[src/pkg/pcit_defs.vh]
/*
 * Constants for the current, input and temperature status flag bank.
 * Assumes inclusion by bare name from the rtl files; definitions only.
 */
`ifndef PCIT_DEFS_VH
`define PCIT_DEFS_VH

// ----------------------------------------------------------------------
// command codes
// ----------------------------------------------------------------------
`define PCIT_CMD_IOUT        8'h7B
`define PCIT_CMD_INPUT       8'h7C
`define PCIT_CMD_TEMP        8'h7D

// ----------------------------------------------------------------------
// page selections
// ----------------------------------------------------------------------
`define PCIT_PAGE_A          8'h00
`define PCIT_PAGE_B          8'h01
`define PCIT_PAGE_ALL        8'hFF

// ----------------------------------------------------------------------
// field positions
// ----------------------------------------------------------------------
`define PCIT_OUT_OC_FAULT_BIT 7
`define PCIT_OUT_OC_WARN_BIT 5
`define PCIT_OUT_SHARE_BIT   3
`define PCIT_IN_OVF_BIT      7
`define PCIT_IN_UVF_BIT      4
`define PCIT_IN_LOW_BIT      3
`define PCIT_IN_OCF_BIT      2
`define PCIT_IN_OCW_BIT      1
`define PCIT_IN_OPW_BIT      0
`define PCIT_TEMP_FAULT_BIT  7
`define PCIT_TEMP_WARN_BIT   6

// ----------------------------------------------------------------------
// supported-bit masks and reset values
// ----------------------------------------------------------------------
`define PCIT_IOUT_MASK       8'hA8
`define PCIT_INPUT_MASK      8'h9F
`define PCIT_TEMP_MASK       8'hC0
`define PCIT_FLAGS_RESET     8'h00

`endif

[src/rtl/pcit_flag_latch.v]
/*
 * One status byte of sticky flags with write-one-to-clear.
 * Assumes events are single-clock-domain pulses or levels on i_clk_sys.
 */
`timescale 1ns/100ps
`include "pcit_defs.vh"

module pcit_flag_latch #(
  parameter [7:0] MASK = 8'hFF
) (
  input  wire       i_clk_sys,
  input  wire       i_reset,
  input  wire [7:0] i_set,
  input  wire       i_clr_en,
  input  wire [7:0] i_clr_data,
  output wire [7:0] o_flags
);

  reg  [7:0] flags_ff;
  wire [7:0] nxt_flags;
  wire [7:0] clr_bits;

  // only supported bits may be cleared or held
  assign clr_bits  = i_clr_en ? (i_clr_data & MASK) : 8'h00;
  // set wins over a clear in the same cycle; held until cleared
  assign nxt_flags = ((flags_ff & ~clr_bits) | i_set) & MASK;

  always @(posedge i_clk_sys) begin
    if (i_reset) begin
      flags_ff <= `PCIT_FLAGS_RESET;
    end else begin
      flags_ff <= nxt_flags;
    end
  end

  assign o_flags = flags_ff;

endmodule

[src/rtl/pcit_status_bank.v]
/*
 * Status flag bank for a dual-channel power module: output-current and
 * temperature flags per channel, one input flag byte for both.
 * Assumes a command decoder on i_clk_sys gives one-cycle read and write
 * strobes with command code, page and data; condition inputs are on the
 * same clock (already filtered by the detection logic).
 */
`timescale 1ns/100ps
`include "pcit_defs.vh"

module pcit_status_bank (
  input  wire       i_clk_sys,
  input  wire       i_reset,
  input  wire       i_wr_stb,
  input  wire       i_rd_stb,
  input  wire [7:0] i_cmd,
  input  wire [7:0] i_page,
  input  wire [7:0] i_wr_data,
  input  wire [1:0] i_out_overcurrent_fault,
  input  wire [1:0] i_out_overcurrent_warning,
  input  wire [1:0] i_phase_sharing_fault,
  input  wire [1:0] i_overtemp_fault,
  input  wire [1:0] i_overtemp_warning,
  input  wire       i_input_overvoltage_fault,
  input  wire       i_input_undervoltage_fault,
  input  wire       i_input_too_low_off,
  input  wire       i_input_overcurrent_fault,
  input  wire       i_input_overcurrent_warning,
  input  wire       i_input_overpower_warning,
  output reg  [7:0] o_rd_data,
  output reg        o_rd_valid,
  output reg        o_rd_hit,
  output wire [7:0] o_iout_flags_a,
  output wire [7:0] o_iout_flags_b,
  output wire [7:0] o_input_flags,
  output wire [7:0] o_temp_flags_a,
  output wire [7:0] o_temp_flags_b
);

  // ----------------------------------------------------------------------
  // decode helpers
  // ----------------------------------------------------------------------
  // channel 0 = A; FFh and any other page fall to A
  function sel_b;
    input [7:0] page;
    begin
      sel_b = (page == `PCIT_PAGE_B);
    end
  endfunction

  function is_cmd;
    input [7:0] cmd;
    input [7:0] code;
    begin
      is_cmd = (cmd == code);
    end
  endfunction

  wire        page_b;
  wire [7:0]  iout_q [0:1];
  wire [7:0]  temp_q [0:1];
  wire [7:0]  input_set;
  wire        wr_input;

  assign page_b = sel_b(i_page);

  // ----------------------------------------------------------------------
  // per-channel paged flag bytes
  // ----------------------------------------------------------------------
  genvar ch;
  generate
    for (ch = 0; ch < 2; ch = ch + 1) begin : g_chan
      wire [7:0] iout_set;
      wire [7:0] temp_set;
      wire       wr_here;
      wire       wr_iout;
      wire       wr_temp;

      assign iout_set = {i_out_overcurrent_fault[ch],
                         1'b0,
                         i_out_overcurrent_warning[ch],
                         1'b0,
                         i_phase_sharing_fault[ch],
                         3'b000};
      assign temp_set = {i_overtemp_fault[ch],
                         i_overtemp_warning[ch],
                         6'h00};
      // writes with page FFh land on channel A only
      assign wr_here = (ch == 1) ? page_b : ~page_b;
      assign wr_iout = i_wr_stb & wr_here &
                       is_cmd(i_cmd, `PCIT_CMD_IOUT);
      assign wr_temp = i_wr_stb & wr_here &
                       is_cmd(i_cmd, `PCIT_CMD_TEMP);

      pcit_flag_latch #(
        .MASK (`PCIT_IOUT_MASK)
      ) u_iout (
        .i_clk_sys  (i_clk_sys),
        .i_reset    (i_reset),
        .i_set      (iout_set),
        .i_clr_en   (wr_iout),
        .i_clr_data (i_wr_data),
        .o_flags    (iout_q[ch])
      );

      pcit_flag_latch #(
        .MASK (`PCIT_TEMP_MASK)
      ) u_temp (
        .i_clk_sys  (i_clk_sys),
        .i_reset    (i_reset),
        .i_set      (temp_set),
        .i_clr_en   (wr_temp),
        .i_clr_data (i_wr_data),
        .o_flags    (temp_q[ch])
      );
    end
  endgenerate

  // ----------------------------------------------------------------------
  // shared input flag byte
  // ----------------------------------------------------------------------
  assign input_set = {i_input_overvoltage_fault,
                      2'b00,
                      i_input_undervoltage_fault,
                      i_input_too_low_off,
                      i_input_overcurrent_fault,
                      i_input_overcurrent_warning,
                      i_input_overpower_warning};
  // page deliberately not decoded here
  assign wr_input = i_wr_stb & is_cmd(i_cmd, `PCIT_CMD_INPUT);

  pcit_flag_latch #(
    .MASK (`PCIT_INPUT_MASK)
  ) u_input (
    .i_clk_sys  (i_clk_sys),
    .i_reset    (i_reset),
    .i_set      (input_set),
    .i_clr_en   (wr_input),
    .i_clr_data (i_wr_data),
    .o_flags    (o_input_flags)
  );

  // ----------------------------------------------------------------------
  // read return, one cycle after the strobe
  // ----------------------------------------------------------------------
  reg [7:0] nxt_rd_data;
  reg       nxt_rd_hit;

  always @* begin
    nxt_rd_data = 8'h00;
    nxt_rd_hit  = 1'b1;
    case (i_cmd)
      `PCIT_CMD_IOUT:  nxt_rd_data = page_b ? iout_q[1] : iout_q[0];
      `PCIT_CMD_INPUT: nxt_rd_data = o_input_flags;
      `PCIT_CMD_TEMP:  nxt_rd_data = page_b ? temp_q[1] : temp_q[0];
      default:         nxt_rd_hit  = 1'b0;
    endcase
  end

  always @(posedge i_clk_sys) begin
    if (i_reset) begin
      o_rd_data  <= 8'h00;
      o_rd_valid <= 1'b0;
      o_rd_hit   <= 1'b0;
    end else begin
      o_rd_valid <= i_rd_stb;
      if (i_rd_stb) begin
        o_rd_data <= nxt_rd_data;
        o_rd_hit  <= nxt_rd_hit;
      end
    end
  end

  assign o_iout_flags_a = iout_q[0];
  assign o_iout_flags_b = iout_q[1];
  assign o_temp_flags_a = temp_q[0];
  assign o_temp_flags_b = temp_q[1];

endmodule

[config.mk]
export PLATFORM = sky130hd
export DESIGN_NAME = pcit_status_bank
export DESIGN_NICKNAME = d
export VERILOG_FILES = /design/src/rtl/pcit_flag_latch.v /design/src/rtl/pcit_status_bank.v
export VERILOG_INCLUDE_DIRS = /design/src /design/src/pkg
export SDC_FILE = /design/constraint.sdc
export NUM_CORES = 1
export LEC_CHECK = 0
export BUFFER_PORTS_ARGS = -buffer_cell sky130_fd_sc_hd__buf_2
export CORE_ASPECT_RATIO = 0.75
export CORE_MARGIN = 2
export CORE_UTILIZATION = 42
export DETAILED_ROUTE_END_ITERATION = 8
export PLACE_DENSITY = 0.88
export SLEW_MARGIN = 10
export SYNTH_ARGS = -nofsm -noshare
export SYNTH_HDL_FRONTEND = slang
export SYNTH_SLANG_ARGS = --single-unit
[constraint.sdc]
create_clock -name i_clk_sys -period 1.56 [get_ports i_clk_sys]
set_clock_uncertainty 0.05 [all_clocks]
set_input_delay 0.156 -clock i_clk_sys [delete_from_list [all_inputs] [get_ports i_clk_sys]]
set_output_delay 0.156 -clock i_clk_sys [all_outputs]
set_load 0.1 [all_outputs]
# Word-level counts from Yosys, hierarchy flattened
# Cells that the tools add are included.
[totals] regBits=50 word_cells=50 output_inout_bits=50
[op_classes] eq_ne=4 n_bitwise=23 reduce_logical=1 mux=9
[ops] op="two-way mux 8 bit" count=7
[ops] op="AND 8 bit" count=5
[ops] op="inverter 8 bit" count=5
[ops] op="OR 8 bit" count=5
[ops] op="== test 8 x 7 -> 1 bit (second input constant)" count=3
[ops] op="case mux 8 bit (3 select lines)" count=1
[ops] op="== test 8 x 1 -> 1 bit (second input constant)" count=1
[ops] op="AND 1 bit" count=7
[ops] op="OR reduction 3 bit" count=1
[ops] op="two-way mux 1 bit" count=1
[ops] op="inverter 1 bit" count=1

# Logic depth before layout (Yosys ltp)
# Gate-level depths: netlist of run 1.
[depth] ltp_word=8 ltp_mapped=6 depth_no_buf=4

# Hierarchy
# Synthesis of run 1 repeated with hierarchy kept, for this count alone.
[unflattened] cells_unflattened=217 area_unflattened_um2=1726.7
[by_module_without_submodules] mod="pcit_status_bank" seq_area_each_um2=200.2 n_inst=1 area_each_um2=947.2 cells_each=124
[by_module_without_submodules] mod="pcit_flag_latch (g_chan[0].u_iout ...)" seq_area_each_um2=60.1 n_inst=2 area_each_um2=150.1 cells_each=18
[by_module_without_submodules] mod="pcit_flag_latch (g_chan[0].u_temp ...)" seq_area_each_um2=40.0 n_inst=2 area_each_um2=121.4 cells_each=15
[by_module_without_submodules] mod="pcit_flag_latch (u_input)" seq_area_each_um2=120.1 n_inst=1 area_each_um2=236.5 cells_each=27

# Worst setup path before layout of run 1
# No wires, ideal clock.
[synth_path] path_kind="register to register" from="register g_chan[0].u_iout.flags_ff[3]" to="register o_rd_data[3]" setup_time_ps=75 period_less_slack_ps=1653 stages_incl_launch_ff=4 t_arrival_ps=1529 path_buffers=0 setup_slack_ps=-93 path_cell_list="dfxtp_1 -> o21ai_1 -> a211o_1 -> a31oi_1"
[synth_between] elab_chain_cells=2
[synth_rtl] item="start, declared" line="pcit_flag_latch.v:19" rtl="reg [7:0] flags_ff;"
[synth_rtl] item="start signal, assigned" line="pcit_flag_latch.v:30" rtl="flags_ff <= `PCIT_FLAGS_RESET;"
[synth_rtl] item="start signal, assigned" line="pcit_flag_latch.v:32" rtl="flags_ff <= nxt_flags;"
[synth_rtl] item="two-way mux 8 bit" line="pcit_status_bank.v:153" rtl="`PCIT_CMD_IOUT: nxt_rd_data = page_b ? iout_q[1] : iout_q[0];"
[synth_rtl] item="case mux 8 bit (3 select lines)" line="pcit_status_bank.v:152" rtl="case (i_cmd)"
[synth_rtl] item="end signal, assigned" line="pcit_status_bank.v:168" rtl="o_rd_data <= nxt_rd_data;"
[synth_rtl] item="end, declared" line="pcit_status_bank.v:30" rtl="output reg [7:0] o_rd_data,"
# No other way between the ends.
# A chain may end at the register's enable or synchronous reset.

# Worst setup path in the final report of run 1
[layout_path] from="register u_input.flags_ff[7], in the netlist u_input.o_flags[7]" to="output o_input_flags[7]"
[layout_lines] item="start, declared" line="pcit_flag_latch.v:19"
[layout_lines] item="start signal, assigned" line="pcit_flag_latch.v:30"
[layout_lines] item="start signal, assigned" line="pcit_flag_latch.v:32"
[layout_lines] item="end, declared" line="pcit_status_bank.v:35" rtl="output wire [7:0] o_input_flags,"
# No word-level cell between the ends.

==> results of run 1 <==
layer usage:
layer / wire [um] / up-vias
li1: - / 693
met1: 1573 / 639
met2: 1656 / 64
met3: 323 / 2
met4: 21 / 0
met5: 0 / -
placed cells by master (no fill, tap or decap), drive strengths merged:
| cell | n |
|---|---|
| clkbuf | 4 |
| a31oi | 1 |
| a211oi | 1 |
| o31ai | 6 |
| nor3 | 4 |
| nand2 | 17 |
| and3b | 1 |
| nand4b | 1 |
| o21ba | 1 |
| o21ai | 11 |
| nor2b | 1 |
| buf | 72 |
| nor2 | 6 |
| a21oi | 18 |
| a21o | 3 |
| a41oi | 1 |
| a211o | 2 |
| nor4b | 1 |
| dfxtp | 26 |
| conb | 24 |
| and2b | 1 |
| inv | 16 |
| o2111ai | 1 |
| nand3 | 11 |
| or4 | 1 |
| and4b | 2 |
| nand4 | 2 |
| or4b | 1 |
| nor4 | 5 |
report_power, final:
group          internal, mW  switching [mW]  leakage [nW]  total (mW)
clock network         0.226           0.213        0.0288       0.439
logic                0.0949           0.571         0.657       0.666
registers             0.698          0.0230         0.216       0.721
logic make-up (layout without fill, tap and decap cells):
family / count (synthesis) / after routing / share of synthesized area, %
simple gates: 54 / 54 / 23.98
buf+inv: 48 / 92 / 20.57
compound gates: 45 / 45 / 18.92
flops: 26 / 26 / 36.27
other cells: 1 / 24 / 0.2613
sequential cells by signal, indices dropped and copies added, names as in the netlist:
register and cells:
o_rd_valid 1, o_rd_data 8, o_rd_hit 1, g_chan.u_temp.o_flags 4, u_input.o_flags 6, g_chan.u_iout.o_flags 6
layout make-up:
type | instances | area, um^2 | share of cell area [%]
multi-input combinational | 123 | 705.7 | 39.89
sequential | 26 | 530.5 | 29.99
timing repair buffer | 72 | 367.9 | 20.79
inverter | 16 | 60.06 | 3.395
clock buffer | 4 | 55.05 | 3.112
tap | 40 | 50.05 | 2.829
worst paths after layout:
check	to	slack, ps
worst max register to register	o_rd_data[3]	590
worst min register to register	o_rd_data[0]	420
worst min-delay path	g_chan[0].u_iout.o_flags[3]	50
worst max-delay path	o_input_flags[7]	260
stage by stage:
| step | instances | instance area (um^2) | total power, mW |
|---|---|---|---|
| 3_3_place_gp | 277 | 1714 | 1.395 |
| 6_report | 281 | 1769 | 1.825 |
| 5_1_grt | 281 | 1769 | 1.894 |
| 2_1_floorplan | 197 | 1531 | 1.337 |
| 4_1_cts | 281 | 1769 | 1.834 |
| 3_5_place_dp | 277 | 1714 | 1.401 |
==> impl_results.md, run 1 <==
- Outcome: finished clean
- Slowest stage delay, CP: ~450 ps
- H-Tree Depth: 1
- Area contributors post-synth: dfxtp_1 36%, buf_4 13%, a21oi_1 6.3%, nand2_1 4.4%, inv_1 4.2%
- CP bufs+invs: 1
- Ys flop type: dfxtp_1
- Fillcell total: 322
- DRC: 0
- Wire per inst: roughly 13 um
- Element type at the critical path end: primary output
- Via/cell ratio: between 4 and 5
- Met1 usage: a little under a quarter
- Drt total wl: 3.575 mm
- Synth top area share: 36.27%
- First-pass GRT wire length: ~5.5 mm
- Number of synthesized flops with an enable pin: 0
- CORE AREA: 0.003288 mm^2
- I/O Buffers: between 60 and 70
- Share of layout cells above drive strength 1: between 30% and 40%
- Total grt overflow: 0
- ANT cells: 0
- Crit path cell chain: buf_2
- Pwr Density: roughly 1000 mW/mm^2
- Most common cell in the netlist: dfxtp_1
- Iter 0 DRT Violations: 64
- HPWL Detailed: 2.811 mm
- Ys async rst share: 0%
- RR Startpoint: g_chan[0].u_iout.o_flags[3]
- Crit path depth: 1
- Met3 usage: under 10%
- CTS tree: done
- Vias: about 1,400
- Drt pass-1 iters: 4
- LEAKAGE: between 0.9 and 1 nW
- Hold wc startpoint: i_phase_sharing_fault[0]
- Final Hold Fails: 0
- Yosys top cell by area: dfxtp_1
- Post-CTS sizing: 0
- #FFs+latches synth: 26
- Final Core Density: 53.81%
- CTS max path bufs: 2
- Req. time, crit path: 1350 ps
- Synth cell types: 37
- Die area: between 0.003 and 0.004 mm^2
- Part of the cycle the worst path needs: between 80% and 90%
- Skew-Pair Late Insertion Delay: around 270 ps
- Setup violations, final: 0
- Worst IR Drop VDD: 697.7 uV
- Seq/Total Area, Yosys: between 30% and 40%
- Fin crit period: around 1300 ps
- Worst Slack Setup Final: ~260 ps
- Placement Setup Slack: roughly 53 ps
- Post-route ant nets: 0
- Initial Util: a little over two fifths
- Vias in the first global route: approximately 1,200
- Mapped Cells: around 170
- Worst Path Arrival: ~1100 ps
- Die W: 71.50 um
- Synthesized area: around 0.0014 mm^2
- Critical path peak fanout: 3
- R2R depth: 3
- Worst Hold Path Cells: 3
- Clock root buffer: clkbuf_8
- Met2 GRT Util: 31.33%
- Clock slew at reported path FFs: 90 ps
- Synth warnings: 0
- Crit path launch type: flop
- GPL Wtd Cong: 0.7407
- Initial antenna violation count: 0
- Hold WC Path Type: in -> reg
- Total negative slack: 0 ps
- CTS Sinks: 26
- Max_cap viols: 0
- Crit path launch: u_input.o_flags[7]
- Largest net degree at the start of global routing: 27
- Ports: 94
- Setup Buffers After CTS: 0
- Cts bufs inserted: 3
- Slowest library cell on the worst path: buf_2
- Most used routing layer: met2
- CP top delay family: buffers and inverters
- Hold WS: approximately 50 ps
- RSZ-0062 raised after global routing: false
- Avg Inst Size Synth: just over 8 um^2
- Fin. max-slew vios: 0
- Hold buffer count at cts: 0
- Top cells by count, synth: 26 x dfxtp_1, 24 x buf_4, 18 x a21oi_1, 17 x nand2_1, 16 x inv_1
- Total Routing Usage GR: 18.53%
- FMAX: 771.8 MHz
- Rows: 18
- Die Y: roughly 55 um
- Crit path kind: reg -> out
- Synthesis-to-finish area growth: 23.28%
- Nets: ~290
(Power assumes the default switching activity.)
==> run 2, diff against run 1 <==
ABC_AREA = 1   (was default)
CORE_UTILIZATION = 38   (was 42)
PLACE_DENSITY = 0.84   (was 0.88)
clock period = 1.1 ns   (was 1.56 ns; I/O delays follow)
==> run 2 against run 1 <==
Sequential cell count did not move. Sequential power grew 48%. Global-route usage up 0.91 points. Critical path depth stayed put. Clock-buffer cell count fell by 1.
==> impl_results.md, run 2 <==
- Outcome: finished clean
- Ys async rst share: 0% (unchanged)
- Initial antenna violation count: 0 (unchanged)
- Final Hold Fails: 0 (unchanged)
- Multi-input gate area: 695.7 um^2 (-1.4%)
- Worst Path Arrival: 870 ps (-220 ps)
- Post-route ant nets: 0 (unchanged)
- CP top delay family: flip-flops
- Nets: 318 (+11%)
- Seq/Total Area, Yosys: 35.62% (-0.65 points)
- Slowest library cell on the worst path: dfxtp_1
- H-Tree Depth: 1 (unchanged)
- Max FFs per register: 8 (unchanged)
- Req. time, crit path: 940 ps (-410 ps)
- Clock root buffer: clkbuf_8
- HPWL Detailed: 3.354 mm (+19%)
- Slowest stage delay, CP: 410 ps (-40 ps)
- Die area: 0.004363 mm^2 (+12%)
- Total Routing Usage GR: 19.45% (+0.91 points)
- Skew-Pair Late Insertion Delay: 270 ps (about the same)
- Fillcell total: 317 (-1.6%)
- Hold WC Path Type: in -> reg
- Critical path peak fanout: 2 (-1)
- First-pass GRT wire length: 6.534 mm (+19%)
- Fin. max-slew vios: 0 (unchanged)
- GPL Wtd Cong: 0.8281 (+12%)
- #FFs+latches synth: 26 (unchanged)
- Synth cell types: 26 (-30%)
- Vias in the first global route: 1,437 (+19%)
- Final std cells w/o fill: 325 (+16%)
- FMAX: 969.5 MHz
- Via/cell ratio: 4.618 (-7.2%)
- Wire per inst: 12.68 um (-0.33%)
- Total grt overflow: 0 (unchanged)
- Yosys top cell by area: dfxtp_1
- Most common cell after layout, fill and taps aside: buf_2
- Seq. cell area: 560.5 um^2 (+5.7%)
- Biggest register: o_rd_data
- Max_cap viols: 0 (unchanged)
- Element type at the critical path end: primary output
- CORE AREA: 0.003685 mm^2 (+12%)
- Ys flop type: dfxtp_1
- Initial Util: 39.66% (-4.0 points)
- LEAKAGE: 1.112 nW (+23%)
- DRC: 0 (unchanged)
- Top cells by count, synth: 31 x inv_1, 27 x nand2_1, 26 x dfxtp_1, 24 x buf_4, 18 x a21oi_1
- Mapped Cells: 196 (+13%)
- Iter 0 DRT Violations: 100 (+56%)
- Clock slew at reported path FFs: 90 ps (about the same)
- Synth warnings: 0 (unchanged)
- Avg Inst Size Synth: 7.456 um^2 (-9.6%)
- Ports: 94 (unchanged)
- Dpl cells: 319 (+15%)
- Share of layout cells above drive strength 1: 46.52% (+8.8 points)
- Setup violations, final: 0 (unchanged)
- Part of the cycle the worst path needs: 93.77%
- Fin crit period: 1031 ps
- Drt pass-1 iters: 4 (unchanged)
- Vias: 1,501 (+7.4%)
- Largest net degree at the start of global routing: 16 (-41%)
- I/O Buffers: 69 (unchanged)
- Design Area, Final: 0.002341 mm^2 (+32%)
- Crit path launch type: flop
- Worst Slack Setup Final: 68.57 ps (-195.7 ps)
- Cts bufs inserted: 3 (unchanged)
- Synthesized area: 0.001461 mm^2 (+1.8%)
- Die W: 75.61 um (+5.8%)
- Power, Total: 3.071 mW (+68%)
- Number of synthesized flops with an enable pin: 0 (unchanged)
- Drt total wl: 4.121 mm (+15%)
- Die Y: 57.71 um (+5.6%)
- Synthesis-to-finish area growth: 60.19%
- Placement Setup Slack: -188.6 ps (-241.4 ps)
- Most common cell in the netlist: inv_1
- CTS Sinks: 26 (unchanged)
- Most frequent cells in the layout: 43 x buf_2, 31 x inv_1, 27 x nand2_1, 27 x buf_12, 24 x conb_1
- Crit path kind: reg -> out
- Rows: 19 (+1)
- CTS tree: done
- ANT cells: 0 (unchanged)
- Worst IR Drop VDD: 1202 uV (+72%)
- Placed instance area: 0.002245 mm^2 (+31%)
- Pwr Density: 1312 mW/mm^2 (+27%)
- CTS max path bufs: 2 (unchanged)
- Synth top area share: 35.62% (-0.65 points)
- Crit path cell chain: buf_12
- CP bufs+invs: 1 (unchanged)
- Area contributors post-synth: dfxtp_1 36%, buf_4 12%, inv_1 8.0%, nand2_1 6.9%, a21oi_1 6.2%
[run 2: cell count changes in the layout (fill, tap and decap cells not counted), moves of 10 or more]
cell,before,now
inv_1,16,31
buf_2,69,43
dfxtp_1,18,2
nand2_1,17,27
buf_12,0,27
dfxtp_2,8,20
[run 2: path summary, 6_finish.rpt]
path,startpoint,end,slack [ps],cells past startpoint
worst max register to register,g_chan[0].u_iout.o_flags[3],o_rd_data[3],130,6
worst min register to register,o_rd_data[3],o_rd_data[3],450,2
worst max-delay path,o_rd_data[7],o_rd_data[7],70,1
worst min-delay path,i_input_overcurrent_warning,u_input.o_flags[1],5,3
[run 2: final cells by class]
cell class / instances / share of cell area [%]
Tap cell: 52 / 2.779
Clock inverter: 1 / 1.283
Clock buffer: 3 / 1.764
Sequential cell: 26 / 23.94
Multi-Input combinational cell: 132 / 29.72
Inverter: 32 / 5.131
Timing Repair Buffer: 79 / 35.38
[run 2: where the power goes]
group | switching (mW) | internal, mW
Combinational | 0.898 | 0.313
Sequential | 0.0718 | 1.00
Clock | 0.300 | 0.487
Total | 1.27 | 1.80
[run 2: metal layers]
metal | vias up | routed length, um | GRT usage, %
met5 | - | 0 | 0
met4 | 0 | 70 | 4.762
met3 | 8 | 329 | 5.391
met2 | 73 | 2045 | 32.17
met1 | 685 | 1676 | 25.16
li1 | 735 | - | -
[run 2: logic make-up after synthesis]
| logic type | count (synthesis) | synth area share (%) |
|---|---|---|
| flops | 26 | 35.62 |
| buf+inv | 61 | 23.03 |
| simple gates | 64 | 24.15 |
| other cells | 1 | 0.2566 |
| compound gates | 44 | 16.95 |
[run 2: worst register-to-register path, stage by stage, from the launching register on]
cell and delay, ps:
dfxtp_4 380, inv_1 50, nand2_1 60, nand2_1 60, o21ai_1 130, nand2_1 60, a21oi_1 110
[run 2: per-stage QoR]
stage	util [%]	hold slack, ps	TNS (ps)
2_1_floorplan	-	144.4	-198.2
3_3_place_gp	60.92	272.0	-1184
3_5_place_dp	60.92	280.8	-2370
4_1_cts	63.40	1.242	0
5_1_grt	63.53	20.49	-11.38
6_report	63.53	5.080	0
[run 2: what timing repair did]
item	CTS	global route
hold endpoints to repair	2	0
setup endpoints to repair	0	5
hold buffers	2	0
gates resized for setup	0	3
setup buffers	0	0
